===== src/rtl/pwm_pkg.sv =====
// Constants and carrier types for the power PWM generator channel
// Operation
// [RULE1] Current limit forces outputs with least latency
// [RULE2] Complementary low output inverted, dead time, no glitch
// [RULE3] Mode code 01 redundant, 10 push-pull
// [RULE4] Select bit picks own or master duty
// [RULE5] Immediate update applies duty now, else boundary
// [RULE6] Duty to zero gives no boundary pulse
// [RULE7] Immediate duty transition still gets full dead time
// [RULE8] Software sets immediate update before module enable
// [RULE9] Unsynchronised override applies on next clock
// [RULE10] Software may override low for zero duty
// [RULE11] Phase change keeps dead time at master rollover
// [RULE12] External reset restarts time base, also swapped
// [RULE13] Alternate dead time applied in full always
// [RULE14] Three-bit prescaler sets count resolution
// [RULE15] Trigger compares fire on first match, divided
// [RULE16] Software keeps trigger compares at eight or more
// [RULE17] Push-pull keeps one pulse per period
// [RULE18] Software writes period away from rollover
package pwm_pkg;

	typedef logic [15:0] count_t;

	localparam logic [1:0] MODE_COMP      = 2'h0;
	localparam logic [1:0] MODE_REDUNDANT = 2'h1;
	localparam logic [1:0] MODE_PUSHPULL  = 2'h2;
	localparam logic [1:0] MODE_INDEP     = 2'h3;

	localparam logic [6:0] PRESC_RESET = 7'h00;
	localparam count_t     COUNT_RESET = 16'h0000;
	localparam logic [3:0] DIV_RESET   = 4'h0;
	localparam logic [5:0] START_RESET = 6'h00;
	localparam logic [1:0] PAIR_RESET  = 2'h0;

	// Channel timing options
	typedef struct packed {
		logic duty_sel;      // 1: master duty
		logic imm_update;    // Duty applies at once
		logic imm_period;    // Period applies at once
		logic tb_sel;        // 0: master period
		logic ext_reset_en;  // External period reset enable
	} chan_cfg_s;

	// Output pair options
	typedef struct packed {
		logic [1:0] output_mode_field;
		logic       swap;
		logic       ovr_sync;    // 1: override at period boundary
		logic [1:0] ovr_en;      // {high, low}
		logic [1:0] override_data;
		logic       cl_en;
		logic [1:0] cl_data;
		logic       fault_en;
		logic [1:0] fault_data;
	} out_cfg_s;

	// Trigger shaping
	typedef struct packed {
		logic [3:0] trigger_output_divider;
		logic [5:0] postscaler_start_select;
	} trig_cfg_s;

endpackage : pwm_pkg


===== src/rtl/power_pwm_generator.sv =====
// Power PWM generator channel: time base, duty, modes, faults, triggers
`timescale 1ns/1ps
`default_nettype none
module power_pwm_generator
	import pwm_pkg::*;
(
	input  wire logic      CLK,                     // Clock, 25 MHz
	input  wire logic      RESET,                   // Async reset, high
	input  wire logic      ENABLE,                  // Global module enable
	input  wire logic [2:0] input_clock_prescale,   // Divide by 2^n
	input  wire chan_cfg_s CHAN_CFG,                // Channel options
	input  wire out_cfg_s  OUT_CFG,                 // Output options
	input  wire trig_cfg_s TRIG_CFG,                // Trigger shaping
	input  wire count_t    PERIOD,                  // Channel period
	input  wire count_t    MASTER_PERIOD,           // Master period
	input  wire count_t    channel_duty,            // Channel duty
	input  wire count_t    MASTER_DUTY,             // Master duty
	input  wire count_t    channel_phase,           // Phase load value
	input  wire count_t    dead_time_value,         // Normal dead time
	input  wire count_t    alternate_dead_time,     // Fault dead time
	input  wire logic      EXT_RESET,               // External period reset
	input  wire logic      CL_EVENT,                // Current-limit input
	input  wire logic      FAULT,                   // Fault input
	input  wire count_t    primary_trigger_compare, // Primary compare
	input  wire count_t    secondary_trigger_compare, // Secondary compare
	output logic           high_side_output,        // High gate drive
	output logic           low_side_output,         // Low gate drive
	output logic           TRIG_OUT,                // Primary trigger pulse
	output logic           STRIG_OUT                // Secondary trigger pulse
);

	typedef struct packed {
		logic [6:0] presc;
		logic       tick;
		count_t     count;
		count_t     duty;
		count_t     period;
		logic       pp_sel;
		logic       fresh;
		logic       run;
		logic [1:0] ovr_en;
		logic [1:0] ovr_data;
		logic [3:0] div_cnt;
		logic [5:0] start_cnt;
		logic       trig;
		logic       strig;
	} gen_s;

	function automatic logic [6:0] presc_mask(input logic [2:0] sel);
		presc_mask = (7'h01 << sel) - 7'h01;
	endfunction : presc_mask

	function automatic logic [1:0] swap_pair(input logic [1:0] p,
		input logic sw);
		swap_pair = sw ? {p[0], p[1]} : p;
	endfunction : swap_pair

	gen_s       s;
	gen_s       next_s;
	count_t     per_src;
	count_t     duty_src;
	count_t     period_eff;
	count_t     dt_sel;
	logic       rollover;
	logic       xreset;
	logic       boundary;
	logic       raw;
	logic       cl_act;
	logic       fault_act;
	logic       excl;
	logic [1:0] mode_pair;
	logic [1:0] want;
	logic [1:0] pins;

	always_comb begin
		next_s = s;
		per_src = CHAN_CFG.tb_sel ? PERIOD : MASTER_PERIOD;
		duty_src = CHAN_CFG.duty_sel ? MASTER_DUTY : channel_duty; // RULE4
		period_eff = CHAN_CFG.imm_period ? per_src : s.period;
		// One rollover per period even if period shrinks below count
		rollover = s.run && s.tick && (s.count >= period_eff); // RULE17
		xreset = s.run && CHAN_CFG.ext_reset_en && EXT_RESET; // RULE12
		boundary = rollover || xreset;
		next_s.run = ENABLE;
		next_s.fresh = 1'b0;
		next_s.trig = 1'b0;
		next_s.strig = 1'b0;
		if (!ENABLE) begin
			next_s.presc = PRESC_RESET;
			next_s.tick = 1'b0;
			next_s.count = COUNT_RESET;
			next_s.start_cnt = START_RESET;
			next_s.div_cnt = DIV_RESET;
		end else begin
			// Prescaled tick sets count resolution
			next_s.tick = s.presc >= presc_mask(input_clock_prescale); // RULE14
			next_s.presc = next_s.tick ? PRESC_RESET : s.presc + 7'h01;
			if (!s.run) begin
				next_s.count = COUNT_RESET;
				next_s.duty = duty_src;
				next_s.period = per_src;
				next_s.fresh = 1'b1;
			end else if (boundary) begin
				// Duty and count change together: no stray pulse
				next_s.count = channel_phase; // RULE11 RULE12
				next_s.period = per_src;
				next_s.duty = duty_src; // RULE5 RULE6
				next_s.fresh = 1'b1;
				if (rollover) begin
					next_s.pp_sel = ~s.pp_sel; // RULE17
				end
			end else if (s.tick) begin
				next_s.count = s.count + 16'h0001;
				next_s.fresh = 1'b1;
			end
			if (CHAN_CFG.imm_update) begin
				next_s.duty = duty_src; // RULE5 RULE7
			end
		end
		// Override latch: at once, or at the period boundary
		if (!OUT_CFG.ovr_sync || boundary) begin
			next_s.ovr_en = OUT_CFG.ovr_en; // RULE9
			next_s.ovr_data = OUT_CFG.override_data; // RULE9
		end
		// Trigger compares on every freshly loaded count
		if (s.fresh && s.count == primary_trigger_compare) begin
			if (s.start_cnt < TRIG_CFG.postscaler_start_select) begin
				next_s.start_cnt = s.start_cnt + 6'h01; // RULE15
			end else if (s.div_cnt >= TRIG_CFG.trigger_output_divider) begin
				next_s.div_cnt = DIV_RESET;
				next_s.trig = 1'b1; // RULE15
			end else begin
				next_s.div_cnt = s.div_cnt + 4'h1;
			end
		end
		next_s.strig = s.fresh && s.count == secondary_trigger_compare; // RULE15
	end

	always_comb begin
		raw = s.run && (s.count < s.duty); // RULE6
		case (OUT_CFG.output_mode_field)
			MODE_COMP: begin
				mode_pair = {raw, ~raw}; // RULE2
			end
			MODE_REDUNDANT: begin
				mode_pair = {raw, raw}; // RULE3
			end
			MODE_PUSHPULL: begin
				mode_pair = {raw & ~s.pp_sel, raw & s.pp_sel}; // RULE3 RULE17
			end
			default: begin
				mode_pair = {raw, 1'b0};
			end
		endcase
		if (!s.run) begin
			mode_pair = PAIR_RESET;
		end
		cl_act = OUT_CFG.cl_en && CL_EVENT;
		fault_act = OUT_CFG.fault_en && FAULT;
		// Swap acts on the generator pair, pin forcing after it
		want = swap_pair(mode_pair, OUT_CFG.swap);
		want = (want & ~s.ovr_en) | (s.ovr_data & s.ovr_en);
		if (fault_act) begin
			want = OUT_CFG.fault_data;
		end else if (cl_act) begin
			want = OUT_CFG.cl_data; // RULE1
		end
		excl = OUT_CFG.output_mode_field == MODE_COMP && s.ovr_en == PAIR_RESET
			&& !fault_act && !cl_act;
		dt_sel = (fault_act || cl_act) ? alternate_dead_time : dead_time_value; // RULE13
	end

	always_ff @(posedge CLK or posedge RESET) begin
		if (RESET) begin
			s <= '0;
		end else begin
			s <= next_s;
		end
	end

	// Unforced and forced pin paths both pass through dead time
	pwm_dead_time pwm_dead_time_inst (
		.clk   (CLK),
		.reset (RESET),
		.tick  (s.tick),
		.excl  (excl),
		.want  (want),
		.dt    (dt_sel),
		.out   (pins)
	);

	assign high_side_output = pins[1];
	assign low_side_output = pins[0];
	assign TRIG_OUT = s.trig;
	assign STRIG_OUT = s.strig;
endmodule : power_pwm_generator
`default_nettype wire


===== src/rtl/pwm_dead_time.sv =====
// Dead-time inserter for the output pair, registered outputs
`timescale 1ns/1ps
`default_nettype none
module pwm_dead_time
	import pwm_pkg::*;
(
	input  wire logic       clk,    // Clock
	input  wire logic       reset,  // Async reset, high
	input  wire logic       tick,   // Prescaled count tick
	input  wire logic       excl,   // Pair must never overlap
	input  wire logic [1:0] want,   // Wanted {high, low}
	input  wire count_t     dt,     // Dead time in ticks
	output logic      [1:0] out     // Pin levels {high, low}
);

	typedef struct packed {
		logic [1:0] out;
		logic [1:0] prev;
		count_t     cnt;
		count_t     low_ticks;
	} dt_s;

	dt_s s;
	dt_s next_s;

	always_comb begin
		next_s = s;
		// Falling edges pass at once, rising edges wait
		next_s.out = s.out & want; // RULE1
		if ((want & ~s.out) != PAIR_RESET) begin
			// Count restarts on every change of the wanted pair
			if (want == s.prev && s.cnt >= dt) begin
				next_s.out = want; // RULE2 RULE7 RULE13
			end else if (tick) begin
				next_s.cnt = s.cnt + 16'h0001;
			end
		end
		next_s.prev = want;
		if (want != s.prev) begin
			next_s.cnt = COUNT_RESET;
		end
		if (s.out != PAIR_RESET) begin
			next_s.low_ticks = COUNT_RESET;
		end else if (tick && s.low_ticks != 16'hffff) begin
			next_s.low_ticks = s.low_ticks + 16'h0001;
		end
	end

	always_ff @(posedge clk or posedge reset) begin
		if (reset) begin
			s <= '0;
		end else begin
			s <= next_s;
		end
	end

	assign out = s.out;
endmodule : pwm_dead_time
`default_nettype wire


===== config.mk =====
export PLATFORM = sky130hd
export DESIGN_NAME = power_pwm_generator
export DESIGN_NICKNAME = d
export VERILOG_FILES = /design/src/rtl/pwm_pkg.sv /design/src/rtl/power_pwm_generator.sv /design/src/rtl/pwm_dead_time.sv
export SDC_FILE = /design/constraint.sdc
export NUM_CORES = 1
export LEC_CHECK = 0
export BUFFER_PORTS_ARGS = -buffer_cell sky130_fd_sc_hd__buf_2
export CAP_MARGIN = 20
export CORE_MARGIN = 5
export CORE_UTILIZATION = 59
export DETAILED_ROUTE_END_ITERATION = 12
export GPL_TIMING_DRIVEN = 0
export PLACE_DENSITY = 0.93
export SLEW_MARGIN = 20
export SYNTH_ARGS = -nofsm -noshare
export SYNTH_HDL_FRONTEND = slang
export SYNTH_HIERARCHICAL = 1
export SYNTH_SLANG_ARGS = --single-unit

===== constraint.sdc =====
create_clock -name CLK -period 9.1 [get_ports CLK]
set_input_delay 1.365 -clock CLK [delete_from_list [all_inputs] [get_ports CLK]]
set_output_delay 1.365 -clock CLK [all_outputs]
set_load 0.1 [all_outputs]

* Word-level counts from Yosys, hierarchy flattened
Cells that the tools add are included.
** Storage, ports and cells
- Bits in writable memories :: 0
- Memories :: 0
- Latch bits :: 0
- Input bits :: 182
- Logic and storage cells :: 107
- Bits in read-only memories :: 0
- Flip-flop bits (word level) :: 95
- Output and inout bits :: 4
** Cells by class
- Add/subtract/negate cells :: 6
- Muxes and demuxes :: 34
- Multipliers :: 0
- Shift operators :: 1
- Reductions and logical operators :: 22
- Div/mod/pow operators :: 0
- Eq/ne operators :: 10
- Magnitude comparators :: 6
- Bitwise operators :: 11
** Operators by type and width (number)
- 2-to-1 mux 16 bit :: 11
- 2-to-1 mux 48 bit :: 1
- 2-to-1 mux 33 bit :: 1
- adder 16 x 1 -> 16 bit, second input constant :: 2
- == test 16 bit :: 2
- greater-or-equal comparator 16 bit :: 2
- 2-to-1 mux 24 bit :: 1
- less-than comparator 16 bit :: 1
- 2-to-1 mux 2 bit :: 6
- 2-to-1 mux 11 bit :: 1
- logical AND 1 bit :: 10
- 2-to-1 mux 10 bit :: 1
- bitwise AND 2 bit :: 4
- 2-to-1 mux 4 bit :: 2
- adder 7 x 1 -> 7 bit, second input constant :: 1
- greater-or-equal comparator 7 bit :: 1
- 2-to-1 mux 1 bit :: 7
- 2-to-1 mux 7 bit :: 1
- << shifter 1 x 3 -> 7 bit, first input constant :: 1
- subtractor 7 x 1 -> 7 bit, second input constant :: 1
- adder 6 x 1 -> 6 bit, second input constant :: 1
- less-than comparator 6 bit :: 1
- 2-to-1 mux 6 bit :: 1
- case mux 2 bit (3 select lines) :: 1
- 21 further kinds :: 29

* Logic depth before layout (Yosys ltp)
Gate-level depths: netlist (run 1).
- Word-level depth :: 15
- Mapped depth :: 15
- Gate-level depth less buffers :: 14

* Cells and area by module
Netlist (run 1), hierarchy kept.
** Modules (own cells, without submodules)
- power_pwm_generator :: instances 1, area an instance 6007.0 um2, seq. area each 1876.8 um2, cells each 666
- pwm_dead_time :: instances 1, area an instance 1460.2 um2, seq. area each 500.5 um2, cells each 160

* Worst setup path before layout (run 1)
OpenSTA, ideal clock, no wires.
- Path kind :: input -> register
- Start :: in OUT_CFG[2] (netlist bit)
- End :: reg pwm_dead_time_inst/s[25] (netlist bit)
- Data required time :: 9.022 ns
- Arrival time :: 4.350 ns
- Library setup time :: 0.078 ns
- Setup slack :: 4.672 ns
- Path buffers :: 2
- Stages on the path :: 13
- Path through :: and2_1 clkbuf_1 a21oi_1 buf_2 mux2_2 inv_1 ha_1 a211oi_2 o221ai_1 a21oi_1 nand3_4 or4_1 a21oi_1
** Between the ends
- Word-level cells in the longest chain between the ends :: 7
- Elaborated cells between the ends (all ways) :: 15
- Classes of those cells :: 1 x order compare; 3 x eq/ne; 3 x mux; 1 x bitwise; 7 x reduce/logical
** Ends and longest elaborated chain
- from (decl) :: line power_pwm_generator.sv:12 : input wire out_cfg_s OUT_CFG,
- logical AND 1 bit :: line power_pwm_generator.sv:159 : fault_act = OUT_CFG.fault_en && FAULT;
- logical OR 1 bit :: line power_pwm_generator.sv:170 : dt_sel = (fault_act || cl_act) ? alternate_dead_time : dead_time_value;
- 2-to-1 mux 16 bit :: line power_pwm_generator.sv:170
- via dt_sel[13] :: line power_pwm_generator.sv:63 : count_t dt_sel;
- greater-or-equal comparator 16 bit :: line pwm_dead_time.sv:32 : if (want == s.prev && s.cnt >= dt) begin
- logical AND 1 bit :: line pwm_dead_time.sv:32
- inequality test 2 bit (no line)
- AND reduction 3 bit (no line)
- to (signal assigned) :: line pwm_dead_time.sv:53 : s <= next_s;
- to (decl) :: line pwm_dead_time.sv:23 : dt_s s;
The timed path passes the listed nets, and every way through them passes these cells.
A chain may end at the register's enable or synchronous reset.

* Worst setup path after layout (run 1)
- Start :: in OUT_CFG[2] (netlist bit)
- End :: reg pwm_dead_time_inst/s[28] (netlist bit)
The elaborated chain is that of the path after synthesis.

==> impl_metrics.yaml, run 1 <==
place:
  gp_congestion: 1.03
  placement.io_buffers: 183
  dp_hpwl_mm: 16.0
  pre_cts_ws_ps: 3830
sta:
  setup_tns_ps: 0
  fin_crit_sh: 0.554
  slew_headroom: 0.372
  fmax_mhz: 198
  hold_viol_final: 0
  period_needed_ps: 5040
  rsz0062_at_grt: "no"
  fin_worst_skew_ps: 6.60
  setup_violations: 0
  setup_slack_ps: 4060
  drv_slew: 0
  worst_pin_slew_ps: 942
setup_path:
  crit_arrival_ps: 5250
  critical_path_required_ps: 9320
  max_stage_delay_ps: 750
  path_common_cell: "buf_2"
  cp_slowest_cell: "a21oi_1"
  worst_setup_path_start_kind: "primary input"
  path_class: "primary input to flop"
  crit_path_max_fanout: 10
  worstPathCellList: "buf_2 > and2_1 > clkbuf_1 > a21oi_1 > buf_2 > mux2_2 > inv_1 > ha_1 > a211oi_2 > o221ai_1 > a21oi_1 > nand3_4 > buf_2 > o41ai_1"
  cp-end-kind: "flop"
cts:
  clockRootBuffer: "clkbuf_16"
  cts_buffers: 9
  clk_path_buf_depth: 2
  clock_latency_ps: 350
  ctsHoldBuffers: 0
  post_cts_resized: 0
  clk_pin_slew_worst_paths_ps: 60
  cts_setup_buffers: 0
  cts_num_sinks: 95
  cts_tree: "done"
  h-tree-depth: 3
grt:
  track_usage: 0.274
  antenna_found_initial: 0
  grt_max_degree: 47
  grt_pass1_vias: 6941
  overflow: 0
  grt_pass1_wl_mm: 32.7
power:
  peakVddDrop_mv: 0.160
  total_leakage_power_nw: 4.42
  p_per_area_mw_per_mm2: 123
  p_total_mw: 1.10
layout:
  multi_input_area_mm2: 0.00461
  nets: 1269
  synthToLayoutAreaGrowth_pct: 19.6
  drive_gt1_frac: 0.242
  fill_cells: 991
  n_antenna_cell: 0
  regArea_mm2: 0.00238
  final_util: 0.712
yosys:
  synth.cell_area_mm2: 0.00745
  syn_nets: 1074
  synth_cells: 824
  synth_warnings: 6
  syn_avg_cell_area_um2: 9.05
flow_run:
  cap_violations: 0
die:
  die_w_um: 122
  dieArea_mm2: 0.0150
  io_pins: 186
  rows: 41
  initial_core_util: 0.596
  die_y_um: 122
  core-area_mm2: 0.0125
route:
  drc_errors: 0
  antenna_left: 0
  vias: 7110
  drtIter0Drc: 897
  via_per_inst: 5.94
  firstDrtPassIters: 6
  wl_mm: 20.4
  wl_per_cell_um: 17.0
outcome:
  status: "completed"
hold_path:
  hp-class: "flop to flop"
report_power, final:
| group | internal [mW] | switching (mW) | total (mW) |
|---|---|---|---|
| logic | 0.111 | 0.136 | 0.247 |
| registers | 0.455 | 0.0158 | 0.471 |
| clock network | 0.221 | 0.162 | 0.383 |
| total | 0.786 | 0.314 | 1.10 |
metrics by stage:
stage | area, µm² | std cells | hold slack (ps)
3_3_place_gp | 8590 | 1179 | 470
4_1_cts | 8920 | 1196 | 496
6_report | 8920 | 1196 | 496
2_1_floorplan | 7450 | 824 | 455
3_5_place_dp | 8620 | 1180 | 483
5_1_grt | 8920 | 1196 | 521
worst max-delay path, delay by kind of cell:
family	cells	cell delay, ps
AO/OA/AOI/OAI	5	1950
buffers and inverters	5	980
AND/OR/NAND/NOR	2	340
adder cells (fa/ha/maj)	1	250
multiplexers	1	370
flip-flops by register name (all words and copies together) (netlist names):
| register | cells |
|---|---|
| s | 73 |
| STRIG_OUT | 1 |
| pwm_dead_time_inst/s | 18 |
| TRIG_OUT | 1 |
| pwm_dead_time_inst/out | 2 |
cell usage in the layout (no fill, tap or decap), types with 12 or more instances in the layout:
master,n
buf_2,194
dfrtp_1,95
ha_1,68
inv_1,65
mux2i_1,61
nand2_1,57
o21ai_0,48
a21oi_1,41
xnor2_1,36
nand3_1,30
nor2_1,30
clkbuf_1,26
o31ai_1,26
nand4_1,17
mux2_2,17
a31oi_1,15
o22ai_1,12
cell type report:
cell class,count,share of cell area
clock buffer,11,0.0272
buffer,43,0.0239
multi-input combinational,619,0.517
clock inverter,5,0.00646
timing repair buffer,184,0.106
tap,172,0.0241
inverter,67,0.0285
sequential,95,0.267
per-layer routing:
layer  part of all wire  wire length, µm  GRT usage  vias up
li1                   -                -          -     3412
met4              0.023              459     0.0924        0
met3              0.080             1630     0.0641       32
met5                  0                0          0        -
met1               0.41             8430      0.352     3355
met2               0.48             9870      0.454      311
final timing paths:
path	endpoint	depth (start not counted)	from	slack (ps)
max	pwm_dead_time_inst/s[28]$_DFFE_PP0P_	14	OUT_CFG[2]	4060
min	s[12]$_DFFE_PP0P_	1	s[12]$_DFFE_PP0P_	500
max reg2reg	pwm_dead_time_inst/s[28]$_DFFE_PP0P_	12	s[52]$_DFFE_PP0P_	5180
min reg2reg	s[12]$_DFFE_PP0P_	1	s[12]$_DFFE_PP0P_	500
max in group asynchronous	pwm_dead_time_inst/s[17]$_DFFE_PP0P_	2	RESET	7430
min in group asynchronous	s[47]$_DFFE_PP0P_	2	RESET	1040
(Power assumes the default switching activity.)
==> inputs of run 2 (changes only) <==
--- a/config.mk
+++ b/config.mk
@@ -8,10 +8,10 @@
 export BUFFER_PORTS_ARGS = -buffer_cell sky130_fd_sc_hd__buf_2
 export CAP_MARGIN = 20
 export CORE_MARGIN = 5
-export CORE_UTILIZATION = 59
+export CORE_UTILIZATION = 55
 export DETAILED_ROUTE_END_ITERATION = 12
 export GPL_TIMING_DRIVEN = 0
-export PLACE_DENSITY = 0.93
+export PLACE_DENSITY = 0.88
 export SLEW_MARGIN = 20
 export SYNTH_ARGS = -nofsm -noshare
 export SYNTH_HDL_FRONTEND = slang
==> constraint.sdc (replaced) <==
create_clock -name CLK -period 5 [get_ports CLK]
set_input_delay 0.75 -clock CLK [delete_from_list [all_inputs] [get_ports CLK]]
set_output_delay 0.75 -clock CLK [all_outputs]
set_load 0.1 [all_outputs]
==> impl_metrics.yaml, run 2 (synthesis results as in run 1) <==
sta:
  worst_pin_slew_ps: 802
  fin_crit_sh: 0.858
  setup_violations: 0
  drv_slew: 0
  fmax_mhz: 233
  period_needed_ps: 4290
  rsz0062_at_grt: "no"
  fin_worst_skew_ps: 8.01
  slew_headroom: 0.465
  setup_tns_ps: 0
  hold_viol_final: 0
layout:
  largest_reg_flops: 73
  regMostFlops: "s"
  final_common_cell: "buf_2"
  synthToLayoutAreaGrowth_pct: 19.7
  nets: 1269
  post-route-cell-area_mm2: 0.00892
  final_util: 0.674
  fill_cells: 1118
  final_cell_mix: "buf_2 (194), dfrtp_1 (95), ha_1 (68)"
  drive_gt1_frac: 0.241
grt:
  antenna_found_initial: 0
  grt_pass1_vias: 6948
  grt_max_degree: 47
  grt_pass1_wl_mm: 33.3
  track_usage: 0.254
  overflow: 0
cts:
  clk_pin_slew_worst_paths_ps: 70
  cts_tree: "done"
  clk_path_buf_depth: 2
  cts_buffers: 9
  clockRootBuffer: "clkbuf_16"
  h-tree-depth: 3
  cts_num_sinks: 95
  clock_latency_ps: 350
  ctsHoldBuffers: 0
  post_cts_resized: 0
  cts_setup_buffers: 0
setup_path:
  crit_arrival_ps: 4560
  critical_path_required_ps: 5270
  path_class: "primary input to flop"
  crit_path_max_fanout: 10
  cp-end-kind: "flop"
  worst_setup_path_start_kind: "primary input"
outcome:
  status: "completed"
die:
  core-area_mm2: 0.0132
  die_y_um: 126
  dieArea_mm2: 0.0160
  die_w_um: 126
  rows: 42
  io_pins: 186
  initial_core_util: 0.563
route:
  drc_errors: 0
  antenna_left: 0
  drtIter0Drc: 560
  vias: 7051
  firstDrtPassIters: 5
  via_per_inst: 5.88
  wl_per_cell_um: 17.1
  wl_mm: 20.5
place:
  dp_hpwl_mm: 16.2
  placement.io_buffers: 183
  gp_congestion: 0.925
  post_dp_cell_area_mm2: 0.00862
power:
  peakVddDrop_mv: 0.207
  p_per_area_mw_per_mm2: 226
  total_leakage_power_nw: 4.42
flow_run:
  cap_violations: 0
hold_path:
  hp-class: "primary input to asynchronous set/reset pin"
==> run 2: cell types whose count changed in the layout (fill, tap and decap cells not counted) <==
cell | before | now
clkinv_4 | 2 | 0
diode_2 | 0 | 1
clkinv_2 | 2 | 1
clkbuf_8 | 1 | 2
clkinvlp_4 | 0 | 1
==> run 2: stage by stage <==
step                      hold WS, ps  worst slack (ps)  instances  total power, mW
after floorplan                   455              1190        824             1.15
after global placement            468               479       1183             1.29
after detailed placement          480               353       1184             1.32
after CTS                         410               695       1199             2.02
after global routing              431               441       1199             2.12
final                             406               712       1200             2.01
==> run 2: worst max-delay path: stages <==
cell,delay [ps]
buf_2,100
and2_1,140
clkbuf_1,150
a21oi_1,640
buf_2,380
mux2_2,360
inv_1,60
ha_1,250
nand4_1,180
nor2_1,80
nor3_1,500
nand3_4,220
or4_1,550
a21oi_1,180
==> run 2: report_power, final <==
group          internal (mW)  switching [mW]  total, mW
clock                  0.412           0.296      0.707
combinational          0.202           0.250      0.452
sequential             0.828          0.0279      0.856
==> run 2: layer usage <==
layer	track usage	vias up	wire length [µm]
met5	0	-	0
met4	0.112	0	779
met3	0.0572	56	1500
met2	0.406	301	9660
met1	0.331	3294	8580
li1	-	3400	-
==> run 2: path summary, 6_finish.rpt <==
path                                                         to  slack [ps]  cells past startpoint         startpoint
hold / removal                                s[13]$_DFFE_PP0P_         410                      2              RESET
setup / recovery           pwm_dead_time_inst/s[25]$_DFFE_PP0P_         710                     14         OUT_CFG[2]
hold reg to reg                               s[12]$_DFFE_PP0P_         490                      1  s[12]$_DFFE_PP0P_
max in group asynchronous  pwm_dead_time_inst/s[28]$_DFFE_PP0P_        3980                      2              RESET
min in group CLK                              s[12]$_DFFE_PP0P_         490                      1  s[12]$_DFFE_PP0P_
setup reg to reg           pwm_dead_time_inst/s[25]$_DFFE_PP0P_        1110                     12  s[52]$_DFFE_PP0P_
==> run 2: cell type report <==
class	instances	area [µm²]	share of cell area
plain buffers	43	213	0.0238
diodes	1	2.50	0.000280
well taps	176	220	0.0247
inverters	67	254	0.0285
clock inverters	3	42.5	0.00477
repair buffers	184	943	0.106
multi-input cells	619	4610	0.517
flip-flops and latches	95	2380	0.266
clock buffers	12	256	0.0287
==> inputs of run 3 (changes only) <==
--- a/config.mk
+++ b/config.mk
@@ -10,7 +10,6 @@
 export CORE_MARGIN = 5
 export CORE_UTILIZATION = 55
 export DETAILED_ROUTE_END_ITERATION = 12
-export GPL_TIMING_DRIVEN = 0
 export PLACE_DENSITY = 0.88
 export SLEW_MARGIN = 20
 export SYNTH_ARGS = -nofsm -noshare
==> impl_metrics.yaml, run 3 (synthesis results as in run 1) <==
place:
  placement.io_buffers: 185
  pre_cts_ws_ps: 1010
  gp_congestion: 0.921
  dp.cells: 1148
  dp_hpwl_mm: 15.2
flow_run:
  cap_violations: 0
layout:
  regMostFlops: "s"
  fin_cells: 1168
  synthToLayoutAreaGrowth_pct: 17.7
  drive_gt1_frac: 0.241
  nets: 1233
  final_common_cell: "buf_2"
  largest_reg_flops: 73
  final_cell_mix: "buf_2 (185), dfrtp_1 (95), ha_1 (68)"
grt:
  antenna_found_initial: 4
  overflow: 0
  grt_max_degree: 47
  track_usage: 0.248
  grt_pass1_wl_mm: 32.7
  grt_pass1_vias: 6800
hold_path:
  hp-class: "flop to flop"
setup_path:
  crit_arrival_ps: 4290
  worst_setup_path_start_kind: "flop"
  cp-end-kind: "flop"
  crit_path_max_fanout: 28
  path_class: "flop to flop"
  critical_path_required_ps: 5270
power:
  switching_share: 0.279
  p_int_mw: 1.47
  netSwitchingPower_mw: 0.568
  total_leakage_power_nw: 4.34
  pwr-share-comb: 0.215
  p_per_area_mw_per_mm2: 233
  p_seq_frac: 0.421
  clockPowerShare: 0.364
  peakVddDrop_mv: 0.156
cts:
  cts_tree: "done"
  clock_latency_ps: 350
  h-tree-depth: 3
  ctsHoldBuffers: 0
  cts_setup_buffers: 0
  cts_num_sinks: 95
  clk_path_buf_depth: 2
  post_cts_resized: 0
  cts_buffers: 9
  clockRootBuffer: "clkbuf_16"
  clk_pin_slew_worst_paths_ps: 70
sta:
  hold_viol_final: 0
  setup_slack_ps: 981
  setup_tns_ps: 0
  fin_worst_skew_ps: 7.64
  rsz0062_at_grt: "no"
  fmax_mhz: 249
  worst_pin_slew_ps: 1080
  whs_ps: 498
  setup_violations: 0
  fin_crit_sh: 0.804
  slew_headroom: 0.276
  period_needed_ps: 4020
  drv_slew: 0
route:
  antenna_left: 0
  wl_per_cell_um: 17.1
  drtIter0Drc: 575
  via_per_inst: 5.96
  wl_mm: 20.0
  firstDrtPassIters: 5
  vias: 6964
  drc_errors: 0
die:
  die_y_um: 126
  io_pins: 186
  core-area_mm2: 0.0132
  initial_core_util: 0.563
  dieArea_mm2: 0.0160
  rows: 42
  die_w_um: 126
outcome:
  status: "completed"
[run 3: metal layers]
metal	wire [µm]	vias up	share of wire	global-route usage
li1	-	3340	-	-
met1	8230	3260	0.41	0.323
met2	9500	307	0.48	0.408
met3	1580	57	0.079	0.0437
met4	687	0	0.034	0.103
met5	0	-	0	0
[run 3: stage by stage]
stage,power (mW),cell area [µm²],utilization
floorplan,1.15,7450,-
global placement,1.28,8440,0.638
detailed placement,1.30,8440,0.638
CTS,2.05,8760,0.661
global route,2.14,8770,0.662
finish,2.04,8770,0.662
[run 3: path summary, 6_finish.rpt]
kind / start / to / slack, ps / depth (start not counted)
max reg2reg: s[52]$_DFFE_PP0P_ / pwm_dead_time_inst/s[23]$_DFFE_PP0P_ / 980 / 12
max: s[52]$_DFFE_PP0P_ / pwm_dead_time_inst/s[23]$_DFFE_PP0P_ / 980 / 12
min reg2reg: s[12]$_DFFE_PP0P_ / s[12]$_DFFE_PP0P_ / 500 / 1
max in group asynchronous: RESET / s[29]$_DFFE_PP0P_ / 3550 / 3
min in group asynchronous: RESET / s[15]$_DFFE_PP0P_ / 540 / 2
min: s[12]$_DFFE_PP0P_ / s[12]$_DFFE_PP0P_ / 500 / 1
[run 3: worst max-delay path: stages (launching register included)]
cell and delay, ps:
dfrtp_1 580, ha_1 300, a21boi_1 120, o21a_1 170, o311a_1 330, or3_1 400
o211ai_1 360, nor2b_1 190, o221ai_1 120, a21oi_1 310, nand3_4 290, or4_1 590
a21oi_1 170
[run 3: power groups by stage]
stage                     Combinational [mW]  Sequential, mW  Clock [mW]
after global routing                   0.495           0.864       0.778
after detailed placement               0.432           0.872           0
after CTS                              0.438           0.858       0.753
final                                  0.438           0.859       0.743
after floorplan                        0.291           0.860           0
after global placement                 0.416           0.869           0
[run 3: final cells by class]
class / count / area (µm²)
well taps: 176 / 220
inverters: 67 / 253
clock inverters: 4 / 70.1
diodes: 5 / 12.5
clock buffers: 11 / 243
repair buffers: 191 / 971
flip-flops and latches: 95 / 2380
fillers: 1083 / 4470
multi-input cells: 619 / 4620
